**config.mk**
```make
export PLATFORM = sky130hd
export DESIGN_NAME = irqev_core
export DESIGN_NICKNAME = d
export VERILOG_FILES = /design/src/core/irqev_pkg.sv /design/src/core/irqev_core.sv
export SDC_FILE = /design/constraint.sdc
export NUM_CORES = 1
export LEC_CHECK = 0
export ABC_AREA = 0
export ABC_CLOCK_PERIOD_IN_PS = 2100
export BUFFER_PORTS_ARGS = -buffer_cell sky130_fd_sc_hd__clkbuf_2
export CAP_MARGIN = 20
export CORE_UTILIZATION = 30
export DETAILED_ROUTE_END_ITERATION = 8
export GPL_ROUTABILITY_DRIVEN = 0
export PLACE_DENSITY = 0.58
export SYNTH_ARGS = -nofsm -noshare
export SYNTH_HDL_FRONTEND = slang
export SYNTH_SLANG_ARGS = --single-unit
```
**constraint.sdc**
```tcl
create_clock -name ref_clk_in -period 2.1 [get_ports ref_clk_in]
set_clock_uncertainty 0.1 [all_clocks]
set_input_delay 0.105 -clock ref_clk_in [delete_from_list [all_inputs] [get_ports ref_clk_in]]
set_output_delay 0.105 -clock ref_clk_in [all_outputs]
set_load 0.01 [all_outputs]
```
**src/core/irqev_pkg.sv**
```systemverilog
// shared constants and types for the event and channel enable block
package irqev_pkg;

    // register byte offsets on the host bus
    localparam logic [7:0] OFS_CHAN_SET = 8'h78;
    localparam logic [7:0] OFS_CHAN_CLR = 8'h7C;
    localparam logic [7:0] OFS_EV_SET = 8'h80;
    localparam logic [7:0] OFS_EV_CLR = 8'h84;
    localparam logic [7:0] OFS_LINK_CTRL = 8'h88;
    localparam logic [7:0] OFS_EV_RAW = 8'h8C;

    // event bit positions
    localparam int EV_CTX0 = 0;
    localparam int EV_RQ_PKT = 4;
    localparam int EV_RS_PKT = 5;
    localparam int EV_ISO_TX = 6;
    localparam int EV_ISO_RX = 7;
    localparam int EV_POST_WR = 8;
    localparam int EV_LOCK_RESP = 9;
    localparam int EV_SELFID = 16;
    localparam int EV_BUSRST = 17;
    localparam int EV_PHY = 19;
    localparam int EV_SYNCH = 20;
    localparam int EV_SEC64 = 21;
    localparam int EV_LOST = 22;
    localparam int EV_MISMATCH = 23;
    localparam int EV_FATAL = 24;
    localparam int EV_OVERLONG = 25;
    localparam int EV_PHYREG = 26;
    localparam int EV_GP = 30;

    // latched positions; reserved and summary bits stay zero
    localparam logic [31:0] EV_LATCH_MASK = 32'h47FB033F;

    // link control fields
    localparam int LC_GP_A_EN = 0;
    localparam int LC_GP_B_EN = 1;
    localparam int LC_ROOT_EN = 21;
    localparam logic [31:0] LC_WRITE_MASK = 32'h00200003;
    localparam logic [31:0] LC_RESET = 32'h00000000;
    localparam logic [31:0] CHAN_RESET = 32'h00000000;
    localparam logic [31:0] EV_RESET = 32'h00000000;

    // overlong cycle limit
    localparam int CLK_MHZ = 40;
    localparam int OVERLONG_US = 125;
    localparam int OVERLONG_CYCLES = OVERLONG_US * CLK_MHZ;

    // cycle timer word
    typedef struct packed {
        logic [6:0] seconds;
        logic [12:0] count;
        logic [11:0] offset;
    } irqev_timer_t;

endpackage : irqev_pkg

```
**src/core/irqev_core.sv**
```systemverilog
// event register, channel enable register and their bus slave
`timescale 1ns/1ps

// Functional notes
// channel enable bit n admits iso channel n
// channel enable: set and clear addresses
// event sets on rising source or set-write
// events other than bit 16 clear only by clear-address write
// event read returns events AND mask
// reserved event bits read zero, ignore writes
// bit 30 from enabled general-purpose inputs
// bit 26 when physical register byte arrives
// bit 25 on cycle over 125 us
// overlong cycle clears root timing enable
// bit 24 when any subunit halts
// fatal bit blocks halted contexts' events
// bit 23 on received cycle value mismatch
// bit 22 when cycle start missing
// bit 22 may be set on prediction
// bit 21 when seconds bit six changes
// bit 20 when count low bit toggles
// bit 19 on physical layer interrupt status
// bit 16 clears as bit 17 sets
// bits 7 and 6 live masked summaries
// zero written to set/clear changes nothing
// hardware set beats simultaneous software clear
module irqev_core #(
    parameter int NUM_CTX = 4,
    parameter int ISO_CTX = 4,
    parameter int OVERLONG_CYCLES = irqev_pkg::OVERLONG_CYCLES
) (
    // clock and reset
    input wire logic ref_clk_in,
    input wire logic sys_rst_in,
    // avalon-mm slave
    input wire logic [7:0] avs_address_in,
    input wire logic avs_read_in,
    input wire logic avs_write_in,
    input wire logic [31:0] avs_writedata_in,
    input wire logic [3:0] avs_byteenable_in,
    output logic [31:0] avs_readdata_out,
    output logic avs_waitrequest_out,
    // interrupt mask held elsewhere
    input wire logic [31:0] int_mask_in,
    // event sources, levels, rising edge counts
    input wire logic gp_input_a_in,
    input wire logic gp_input_b_in,
    input wire logic phys_reg_byte_arrived_in,
    input wire logic phy_status_irq_in,
    input wire logic serial_bus_reset_in,
    input wire logic node_id_phase_done_in,
    input wire logic [NUM_CTX-1:0] ctx_dead_in,
    input wire logic [NUM_CTX-1:0] ctx_event_in,
    input wire logic [3:0] misc_event_in,
    // cycle timing
    input wire irqev_pkg::irqev_timer_t cycle_timer_in,
    input wire irqev_pkg::irqev_timer_t rx_stamp_in,
    input wire logic rx_cycle_start_in,
    input wire logic tx_cycle_start_in,
    input wire logic subaction_gap_in,
    input wire logic arb_reset_gap_in,
    // isochronous context summaries
    input wire logic [ISO_CTX-1:0] iso_rx_ctx_event_in,
    input wire logic [ISO_CTX-1:0] iso_rx_ctx_mask_in,
    input wire logic [ISO_CTX-1:0] iso_tx_ctx_event_in,
    input wire logic [ISO_CTX-1:0] iso_tx_ctx_mask_in,
    // iso receive channel filter
    input wire logic rx_iso_valid_in,
    input wire logic [5:0] rx_iso_chan_in,
    output logic rx_iso_accept_out,
    // state out
    output logic [31:0] iso_rx_chan_enable_out,
    output logic [31:0] int_event_out,
    output logic root_timing_source_enable_out
);

    // contexts map onto event bits 0 up to the packet bits
    initial begin
        if (NUM_CTX < 1 || NUM_CTX > 4) begin
            $error("NUM_CTX must be 1 to 4");
        end
        if (ISO_CTX < 1 || ISO_CTX > 32) begin
            $error("ISO_CTX must be 1 to 32");
        end
        if (OVERLONG_CYCLES < 1 || OVERLONG_CYCLES > 65534) begin
            $error("OVERLONG_CYCLES out of range");
        end
    end

    localparam logic [15:0] OVERLONG_LIMIT = 16'(OVERLONG_CYCLES);

    // byte enables widened to a bit mask
    function automatic logic [31:0] be_mask(input logic [3:0] be);
        be_mask = {{8{be[3]}}, {8{be[2]}}, {8{be[1]}}, {8{be[0]}}};
    endfunction : be_mask

    // ones written in enabled lanes
    function automatic logic [31:0] lane_ones(input logic [31:0] data,
                                              input logic [3:0] be);
        lane_ones = data & be_mask(be);
    endfunction : lane_ones

    logic [31:0] chan_enable;
    logic [31:0] ev;
    logic [31:0] link_ctrl;
    logic [31:0] hw_set;
    logic [31:0] hw_clr;
    logic [31:0] sw_set;
    logic [31:0] sw_clr;
    logic [31:0] next_ev;
    logic [31:0] read_value;
    logic wr_accept;
    logic [31:0] wr_bits;

    // previous levels for edge detection
    logic gp_a_q, gp_b_q, phyreg_q, phy_q, busrst_q, selfid_q;
    logic rx_cs_q, tx_cs_q, gap_q, arb_q;
    logic [NUM_CTX-1:0] dead_q;
    logic [NUM_CTX-1:0] ctx_q;
    logic [3:0] misc_q;
    logic [NUM_CTX-1:0] dead_cause;

    // cycle tracking state
    logic sec6_q, cnt0_q, timer_valid;
    logic overlong_run;
    logic [15:0] overlong_cnt;
    logic seen_start, sync_armed, gap_seen, loss_flagged;

    wire logic rx_cs_rise = rx_cycle_start_in & ~rx_cs_q;
    wire logic tx_cs_rise = tx_cycle_start_in & ~tx_cs_q;
    wire logic gap_rise = subaction_gap_in & ~gap_q;
    wire logic arb_rise = arb_reset_gap_in & ~arb_q;
    wire logic cs_any = rx_cs_rise | tx_cs_rise;
    wire logic synch = timer_valid &
        (cycle_timer_in.count[0] != cnt0_q);
    wire logic sec6_flip = timer_valid &
        (cycle_timer_in.seconds[6] != sec6_q);
    wire logic overlong_hit = overlong_run & ~gap_rise &
        (overlong_cnt == OVERLONG_LIMIT);
    wire logic lost_now = sync_armed & ~seen_start & ~loss_flagged & synch;
    wire logic lost_guess = sync_armed & ~seen_start & ~loss_flagged &
        (arb_rise | (gap_rise & gap_seen));

    assign wr_accept = avs_write_in & ~avs_waitrequest_out;
    assign wr_bits = lane_ones(avs_writedata_in, avs_byteenable_in);

    // software set and clear strobes; zeros leave bits alone
    always_comb begin
        sw_set = '0;
        sw_clr = '0;
        if (wr_accept && avs_address_in == irqev_pkg::OFS_EV_SET) begin
            sw_set = wr_bits & irqev_pkg::EV_LATCH_MASK;
        end
        if (wr_accept && avs_address_in == irqev_pkg::OFS_EV_CLR) begin
            sw_clr = wr_bits & irqev_pkg::EV_LATCH_MASK;
        end
    end

    // context events, held off while their halt is being reported
    logic [NUM_CTX-1:0] ctx_set;
    genvar gi;
    generate
        for (gi = 0; gi < NUM_CTX; gi++) begin : g_ctx
            assign ctx_set[gi] = ctx_event_in[gi] & ~ctx_q[gi] &
                ~(ev[irqev_pkg::EV_FATAL] & dead_cause[gi]);
        end
    endgenerate

    // hardware set sources
    always_comb begin
        hw_set = '0;
        hw_set[irqev_pkg::EV_CTX0 +: NUM_CTX] = ctx_set;
        hw_set[irqev_pkg::EV_RQ_PKT] = misc_event_in[0] & ~misc_q[0];
        hw_set[irqev_pkg::EV_RS_PKT] = misc_event_in[1] & ~misc_q[1];
        hw_set[irqev_pkg::EV_POST_WR] = misc_event_in[2] & ~misc_q[2];
        hw_set[irqev_pkg::EV_LOCK_RESP] = misc_event_in[3] & ~misc_q[3];
        hw_set[irqev_pkg::EV_SELFID] =
            node_id_phase_done_in & ~selfid_q;
        hw_set[irqev_pkg::EV_BUSRST] = serial_bus_reset_in & ~busrst_q;
        hw_set[irqev_pkg::EV_PHY] = phy_status_irq_in & ~phy_q;
        hw_set[irqev_pkg::EV_SYNCH] = synch;
        hw_set[irqev_pkg::EV_SEC64] = sec6_flip;
        hw_set[irqev_pkg::EV_LOST] = lost_now | lost_guess;
        hw_set[irqev_pkg::EV_MISMATCH] = rx_cs_rise &
            ((rx_stamp_in.seconds != cycle_timer_in.seconds) |
             (rx_stamp_in.count != cycle_timer_in.count));
        hw_set[irqev_pkg::EV_FATAL] = |(ctx_dead_in & ~dead_q);
        hw_set[irqev_pkg::EV_OVERLONG] = overlong_hit;
        hw_set[irqev_pkg::EV_PHYREG] =
            phys_reg_byte_arrived_in & ~phyreg_q;
        hw_set[irqev_pkg::EV_GP] =
            (gp_input_a_in & ~gp_a_q & link_ctrl[irqev_pkg::LC_GP_A_EN]) |
            (gp_input_b_in & ~gp_b_q &
             link_ctrl[irqev_pkg::LC_GP_B_EN]);
    end

    // bus reset knocks out the node id phase bit as it rises
    always_comb begin
        hw_clr = '0;
        hw_clr[irqev_pkg::EV_SELFID] =
            (hw_set[irqev_pkg::EV_BUSRST] | sw_set[irqev_pkg::EV_BUSRST]) &
            ~ev[irqev_pkg::EV_BUSRST];
    end

    // set wins over software clear so a coincident event is kept; a bus reset rise still drops a coincident bit 16 set
    always_comb begin
        next_ev = (ev | hw_set | sw_set) & ~(sw_clr & ~hw_set);
        next_ev = next_ev & ~hw_clr;
        next_ev = next_ev & irqev_pkg::EV_LATCH_MASK;
    end

    // latched event register
    always_ff @(posedge ref_clk_in) begin
        if (sys_rst_in) begin
            ev <= irqev_pkg::EV_RESET;
        end else begin
            ev <= next_ev;
        end
    end

    // channel enable set/clear
    always_ff @(posedge ref_clk_in) begin
        if (sys_rst_in) begin
            chan_enable <= irqev_pkg::CHAN_RESET;
        end else if (wr_accept) begin
            if (avs_address_in == irqev_pkg::OFS_CHAN_SET) begin
                chan_enable <= chan_enable | wr_bits;
            end else if (avs_address_in == irqev_pkg::OFS_CHAN_CLR) begin
                chan_enable <= chan_enable & ~wr_bits;
            end
        end
    end

    // link control; overlong cycle drops root timing over any write
    always_ff @(posedge ref_clk_in) begin
        if (sys_rst_in) begin
            link_ctrl <= irqev_pkg::LC_RESET;
        end else begin
            if (wr_accept && avs_address_in == irqev_pkg::OFS_LINK_CTRL) begin
                link_ctrl <= (link_ctrl & ~be_mask(avs_byteenable_in)) |
                    (wr_bits & irqev_pkg::LC_WRITE_MASK);
            end
            if (overlong_hit) begin
                link_ctrl[irqev_pkg::LC_ROOT_EN] <= 1'b0;
            end
        end
    end

    // source edge history
    always_ff @(posedge ref_clk_in) begin
        if (sys_rst_in) begin
            {gp_a_q, gp_b_q, phyreg_q, phy_q, busrst_q, selfid_q} <= '0;
            {rx_cs_q, tx_cs_q, gap_q, arb_q} <= '0;
            dead_q <= '0;
            ctx_q <= '0;
            misc_q <= '0;
        end else begin
            gp_a_q <= gp_input_a_in;
            gp_b_q <= gp_input_b_in;
            phyreg_q <= phys_reg_byte_arrived_in;
            phy_q <= phy_status_irq_in;
            busrst_q <= serial_bus_reset_in;
            selfid_q <= node_id_phase_done_in;
            rx_cs_q <= rx_cycle_start_in;
            tx_cs_q <= tx_cycle_start_in;
            gap_q <= subaction_gap_in;
            arb_q <= arb_reset_gap_in;
            dead_q <= ctx_dead_in;
            ctx_q <= ctx_event_in;
            misc_q <= misc_event_in;
        end
    end

    // remember which contexts halted until the fatal bit is cleared
    always_ff @(posedge ref_clk_in) begin
        if (sys_rst_in) begin
            dead_cause <= '0;
        end else if (!next_ev[irqev_pkg::EV_FATAL]) begin
            dead_cause <= '0;
        end else begin
            dead_cause <= dead_cause | (ctx_dead_in & ~dead_q);
        end
    end

    // timer bit history; first sample after reset only primes it
    always_ff @(posedge ref_clk_in) begin
        if (sys_rst_in) begin
            sec6_q <= 1'b0;
            cnt0_q <= 1'b0;
            timer_valid <= 1'b0;
        end else begin
            sec6_q <= cycle_timer_in.seconds[6];
            cnt0_q <= cycle_timer_in.count[0];
            timer_valid <= 1'b1;
        end
    end

    // overlong cycle timer, only while this node is timing root
    always_ff @(posedge ref_clk_in) begin
        if (sys_rst_in) begin
            overlong_run <= 1'b0;
            overlong_cnt <= '0;
        end else if (!link_ctrl[irqev_pkg::LC_ROOT_EN]) begin
            overlong_run <= 1'b0;
            overlong_cnt <= '0;
        end else if (tx_cs_rise) begin
            overlong_run <= 1'b1;
            overlong_cnt <= '0;
        end else if (gap_rise || overlong_hit) begin
            overlong_run <= 1'b0;
        end else if (overlong_run) begin
            overlong_cnt <= overlong_cnt + 16'h0001;
        end
    end

    // missing cycle start tracking between synch points
    always_ff @(posedge ref_clk_in) begin
        if (sys_rst_in) begin
            seen_start <= 1'b0;
            sync_armed <= 1'b0;
            gap_seen <= 1'b0;
            loss_flagged <= 1'b0;
        end else if (synch) begin
            seen_start <= cs_any;
            sync_armed <= 1'b1;
            gap_seen <= 1'b0;
            loss_flagged <= 1'b0;
        end else begin
            if (cs_any) begin
                seen_start <= 1'b1;
            end
            // a second gap with no start between predicts a loss
            if (gap_rise) begin
                gap_seen <= 1'b1;
            end
            if (lost_guess) begin
                loss_flagged <= 1'b1;
            end
        end
    end

    // read mux; summaries are computed live, never latched
    always_comb begin
        logic [31:0] summed;
        summed = ev;
        summed[irqev_pkg::EV_ISO_RX] =
            |(iso_rx_ctx_event_in & iso_rx_ctx_mask_in);
        summed[irqev_pkg::EV_ISO_TX] =
            |(iso_tx_ctx_event_in & iso_tx_ctx_mask_in);
        case (avs_address_in)
            irqev_pkg::OFS_CHAN_SET,
            irqev_pkg::OFS_CHAN_CLR: read_value = chan_enable;
            irqev_pkg::OFS_EV_SET,
            irqev_pkg::OFS_EV_CLR: read_value = summed & int_mask_in;
            irqev_pkg::OFS_LINK_CTRL: read_value = link_ctrl;
            irqev_pkg::OFS_EV_RAW: read_value = summed;
            default: read_value = 32'h00000000;
        endcase
    end

    // one wait cycle per access; read data stand with waitrequest low
    always_ff @(posedge ref_clk_in) begin
        if (sys_rst_in) begin
            avs_waitrequest_out <= 1'b1;
            avs_readdata_out <= 32'h00000000;
        end else if ((avs_read_in || avs_write_in) &&
                     avs_waitrequest_out) begin
            avs_waitrequest_out <= 1'b0;
            avs_readdata_out <= avs_read_in ? read_value : 32'h00000000;
        end else begin
            avs_waitrequest_out <= 1'b1;
        end
    end

    // registered copies of state for the outside
    always_ff @(posedge ref_clk_in) begin
        if (sys_rst_in) begin
            rx_iso_accept_out <= 1'b0;
            iso_rx_chan_enable_out <= irqev_pkg::CHAN_RESET;
            int_event_out <= irqev_pkg::EV_RESET;
            root_timing_source_enable_out <= 1'b0;
        end else begin
            rx_iso_accept_out <= rx_iso_valid_in & ~rx_iso_chan_in[5] &
                chan_enable[rx_iso_chan_in[4:0]];
            iso_rx_chan_enable_out <= chan_enable;
            int_event_out <= ev;
            root_timing_source_enable_out <=
                link_ctrl[irqev_pkg::LC_ROOT_EN];
        end
    end

endmodule : irqev_core

```
Yosys cells after proc, flatten, opt, wreduce, memory -nomap -nowiden
Index checks and enable logic that the tools add are counted.
- memory bits (writable): 0
- output and inout bits: 99
- flip-flop bits (word level): 232
- ROM bits: 0
- memories kept: 0
- bits of input ports: 189
- latch bits: 0
- $add $sub $neg: 1
- div/mod/pow operators: 0
- equal/unequal tests: 11
- bitwise operators: 100
- multipliers: 0
- shift-type cells: 0
- reduce and logical (&&, ||, !) cells: 21
- $lt $le $gt $ge: 1
- multiplexer cells: 14
- operator list (kind ; number):
    $pmux W32 S4 ; 1
    $and A32 B32 Y32 ; 3
    $mux W32 ; 3
    $and A31 B31 Y31 ; 3
    $not A32 Y32 ; 2
    $mux W31 ; 2
    $not A31 Y31 ; 2
    $or A31 B31 Y31 ; 2
    $and A1 B1 Y1 ; 42
    $and A31 B32 Y32 ; 1
    $eq A8 B8 Y1 const B ; 4
    $or A32 B22 Y32 ; 1
    $or A32 B32 Y32 ; 1
    $not A1 Y1 ; 31
    $not A17 Y31 ; 1
    $add A16 B1 Y16 const B ; 1
    $eq A16 B13 Y1 const B ; 1
    $eq A8 B7 Y1 const B ; 2
    $ne A13 B13 Y1 ; 1
    $and A4 B4 Y4 ; 3
    $reduce_or A2 Y1 ; 6
    $reduce_or A4 Y1 ; 3
    $mux W1 ; 7
    $ne A7 B7 Y1 ; 1
    11 further kinds ; 24

Depth between registers and ports, before layout
- depth in word-level cells: 13
- depth in mapped cells: 8

Worst setup path before layout
No wires, ideal clock.
- path kind: flip-flop to flip-flop
- from: register overlong_cnt[13]
- to: register overlong_cnt[12]
- path buffers: 0
- required time: 1.879 ns
- data arrival time: 1.704 ns
- stages on the path, launching flop included: 6
- slack: 0.176 ns
- setup time: 0.121 ns
- cell sequence: dfxtp_1 -> or4_1 -> nor4_2 -> nor3_1 -> nand4_1 -> mux2_2
- longest elaborated chain between the ends: 5
- ends and longest elaborated chain (what ; line ; source):
    start, declared ; irqev_core.sv:126 ; logic [15:0] overlong_cnt;
    start signal, assigned ; irqev_core.sv:312 ; overlong_cnt <= overlong_cnt + 16'h0001;
    $eq A16 B13 Y1 ; irqev_core.sv:139 ; (overlong_cnt == OVERLONG_LIMIT);
    $and A1 B1 Y1 ; irqev_core.sv:138 ; wire logic overlong_hit = overlong_run & ~gap_rise &
    $logic_or A1 B1 Y1 ; irqev_core.sv:309 ; end else if (gap_rise || overlong_hit) begin
    $not A1 Y1 (no line) ; -- ;
    $reduce_and A2 Y1 (no line) ; -- ;
No other way between the ends.
A chain may end at the register's enable or synchronous reset.

Worst setup path in the final report
- from: input port rx_stamp_in[20] (netlist name)
- to: register ev[23]
- longest elaborated chain between the ends: 8
- elaborated cells between the ends (all ways): 10
- classes of those cells: 1 x eq/ne; 9 x bitwise
- ends and longest elaborated chain (what ; line ; source):
    start, declared ; irqev_core.sv:57 ; input wire irqev_pkg::irqev_timer_t rx_stamp_in,
    $ne A13 B13 Y1 * ; irqev_core.sv:186 ; (rx_stamp_in.count != cycle_timer_in.count));
    $or A1 B1 Y1 * ; irqev_core.sv:185 ; ((rx_stamp_in.seconds != cycle_timer_in.seconds) |
    $and A1 B1 Y1 * ; irqev_core.sv:184 ; hw_set[irqev_pkg::EV_MISMATCH] = rx_cs_rise &
    $not A31 Y31 ; irqev_core.sv:207 ; next_ev = (ev | hw_set | sw_set) & ~(sw_clr & ~hw_set);
    $and A31 B31 Y31 ; irqev_core.sv:207 ;
    $not A31 Y31 ; irqev_core.sv:207 ;
    $and A31 B31 Y31 * ; irqev_core.sv:207 ;
    $and A31 B31 Y31 * ; irqev_core.sv:208 ; next_ev = next_ev & ~hw_clr;
    end signal, assigned ; irqev_core.sv:215 ; ev <= irqev_pkg::EV_RESET;
    end signal, assigned ; irqev_core.sv:217 ; ev <= next_ev;
    end, declared ; irqev_core.sv:104 ; logic [31:0] ev;
Mark *: on every way between the ends. The rest lies on a longest branch, timed or not.

==> run summary <==
status - completed
final hold vios - 0
fmax - 491 MHz
setup TNS - 0 ns
max_cap viols - 0
CTS Sinks - 219
final setup margin - 0.0640 ns
antenna violations before repair - 1
clk_lat worst skew - 0.54 ns
total number of vias - 8071
FF+latch count, synth - 219
cell area after layout - 0.0125 sq mm
grt ovf - 0
post-route minimum period - 2.04 ns
hold-critical path depth - 6
top post-synthesis cells by area - dfxtp_1 49%, nor2b_1 5.4%, mux2i_1 4.3%
Synth area leader - dfxtp_1
Die H - 175 um
Initial DRC Count - 402
Critical Path End Type - flip-flop
R2R cell count - 6
Place WS - 0.0563 ns
share of cells above drive strength 1 - 0.268
Core Rows - 63
Slew Viols, Final - 0
Worst-Margin Slew - 1.06 ns
io pins - 288
Synth top area share - 0.487
Post-synth EDFFs - 0
Placed Area - 0.0107 sq mm
Layout area overhead - 38.7%
Post-Route WL - 29.1 mm
core area - 0.0296 sq mm
Die ar. - 0.0307 sq mm
TritonRoute pass-1 iters - 4
pin count of the biggest net entering global routing - 66
post-detailed-route count of antenna-violating nets - 0
Tot GR Track Use - 0.186
Worst Path Max Fanout - 1
final net count - 1480
first-pass GRT wire length - 44.2 mm
CP arrival - 2.35 ns
die width - 175 um
Slew Limit Headroom - 0.290
IO Port Bufs - 239
PwrDens - 789 mW/mm^2
CTS root buf - clkbuf_16
Yosys warnings - 0
clock buffer depth - 3
vias in the first global route - 7971
count of different cell masters after synthesis - 64
critical path required time - 2.41 ns
Post-CTS Setup Bufs - 0
Via density - 4.75
CTS tree - built
DP HPWL - 21.4 mm
post-DR wirelength/cell - 17.1 um
Post-route DRC - 0
Power, Total - 0.00984 W
H-tree depth - 1
Max VDD drop - 0.000563 V
Post-synth top flop - dfxtp_1
Mapped Area - 0.00900 sq mm
CTS clk-pin slew, worst paths - 0.06 ns
Worst Hold Class - in2reg
initial core utilization - 0.304
unrepaired setup endpoints after global routing - false
average size of a mapped cell - 9.40 sq um
final worst path period share - 0.970
async set-or-reset flop fraction in the synthesized netlist - 0
Crit Path Category - in2reg
Critical Path Source Type - primary input
Setup Viol. Count Final - 0
TritonCTS Buffers - 26
sequential-to-total area share from yosys stat - 0.487
Cells after Synth - 957
leakage - 5.27 nW
-- per-stage QoR --
stage	hold slack, ns	std cells	util
after detailed placement	0.233	1568	0.363
after global routing	0.0301	1700	0.422
final	0.0101	1700	0.422
after floorplan	0.0984	969	-
after global placement	0.229	1568	0.363
after CTS	0.00118	1694	0.420
-- per-layer routing --
metal,vias up,track usage,routed length [um]
li1,3958,-,-
met1,3788,0.241,12800
met2,292,0.319,13900
met3,33,0.0287,1710
met4,0,0.0496,597
met5,-,0,0
-- path summary, 6_finish.rpt --
kind / slack (ns) / start / endpoint
hold / removal: 0.01 / cycle_timer_in[26] / ev[23]$_SDFF_PP0_
setup reg to reg: 0.13 / avs_waitrequest_out$_SDFF_PP1_ / flip-flop
hold reg to reg: 0.36 / link_ctrl[9]$_SDFFE_PP0P_ / link_ctrl[9]$_SDFFE_PP0P_
setup / recovery: 0.06 / rx_stamp_in[20] / ev[23]$_SDFF_PP0_
-- area by class of cell --
cell class	instances	area (sq um)
fillers	2947	17100
flip-flops and latches	219	4380
multi-input cells	664	4250
repair buffers	361	2370
clock buffers	33	717
well taps	390	488
clock inverters	15	201
inverters	17	63.8
diodes	1	2.50
-- where the power goes --
| part | internal (W) | switching, W |
|---|---|---|
| clock network | 0.00292 | 0.00185 |
| logic | 0.000382 | 0.000406 |
| registers | 0.00424 | 0.0000456 |
| total | 0.00754 | 0.00230 |
-- cell families after synthesis --
| logic type | Yosys count | share of synthesized area |
|---|---|---|
| flip-flops | 219 | 0.487 |
| AO/OA/AOI/OAI | 152 | 0.115 |
| buffers and inverters | 86 | 0.0473 |
| AND/OR/NAND/NOR | 415 | 0.249 |
| multiplexers | 49 | 0.0671 |
| adder cells (fa/ha/maj) | 2 | 0.00278 |
| XOR/XNOR | 33 | 0.0321 |
| other | 1 | 0.000417 |
-- what timing repair did --
action,4_1_cts,5_1_grt
gates resized for setup,0,2
hold endpoints to repair,90,1
hold buffers,78,6
setup endpoints to repair,0,2
-- synth_stat cells (9+ instances only) --
cell	instances
nand3_1	60
a21oi_1	62
clkbuf_1	40
a22oi_1	11
mux2i_1	39
xnor2_1	18
nand3b_1	19
mux4_2	9
buf_4	15
nand2b_1	12
nand2_1	84
and2_1	34
nor2_1	79
a31o_1	10
nor2b_1	78
o21ai_0	9
dfxtp_1	219
a2bb2oi_1	16
xor2_1	15
buf_2	9
inv_1	16
-- cells in the final DEF (no fill, tap or decap), drive strengths merged, types with 8 or more instances in the layout --
cell type and count:
a2bb2oi 16, xnor2 18, nand2b 12, mux4 9, buf 40, conb 13
clkbuf 271, nor4 9, nor2 79, xor2 15, a21oi 63, mux2i 39
nand3b 19, dlygate4sd3 83, clkinv 8, o21ai 10, and2 34, a31o 16
nand3 60, dfxtp 219, nor2b 78, a22oi 11, nor3 10, nand2 84
inv 17
-- critical path, stage by stage --
cell           delay (ns)
dlygate4sd3_1        0.54
clkbuf_2             0.11
xnor2_1              0.14
dlygate4sd3_1        0.57
nand4_1              0.08
dlygate4sd3_1        0.58
nor3_2               0.14
o22ai_1              0.09
Note: power is estimated with default switching activity, not from simulation.
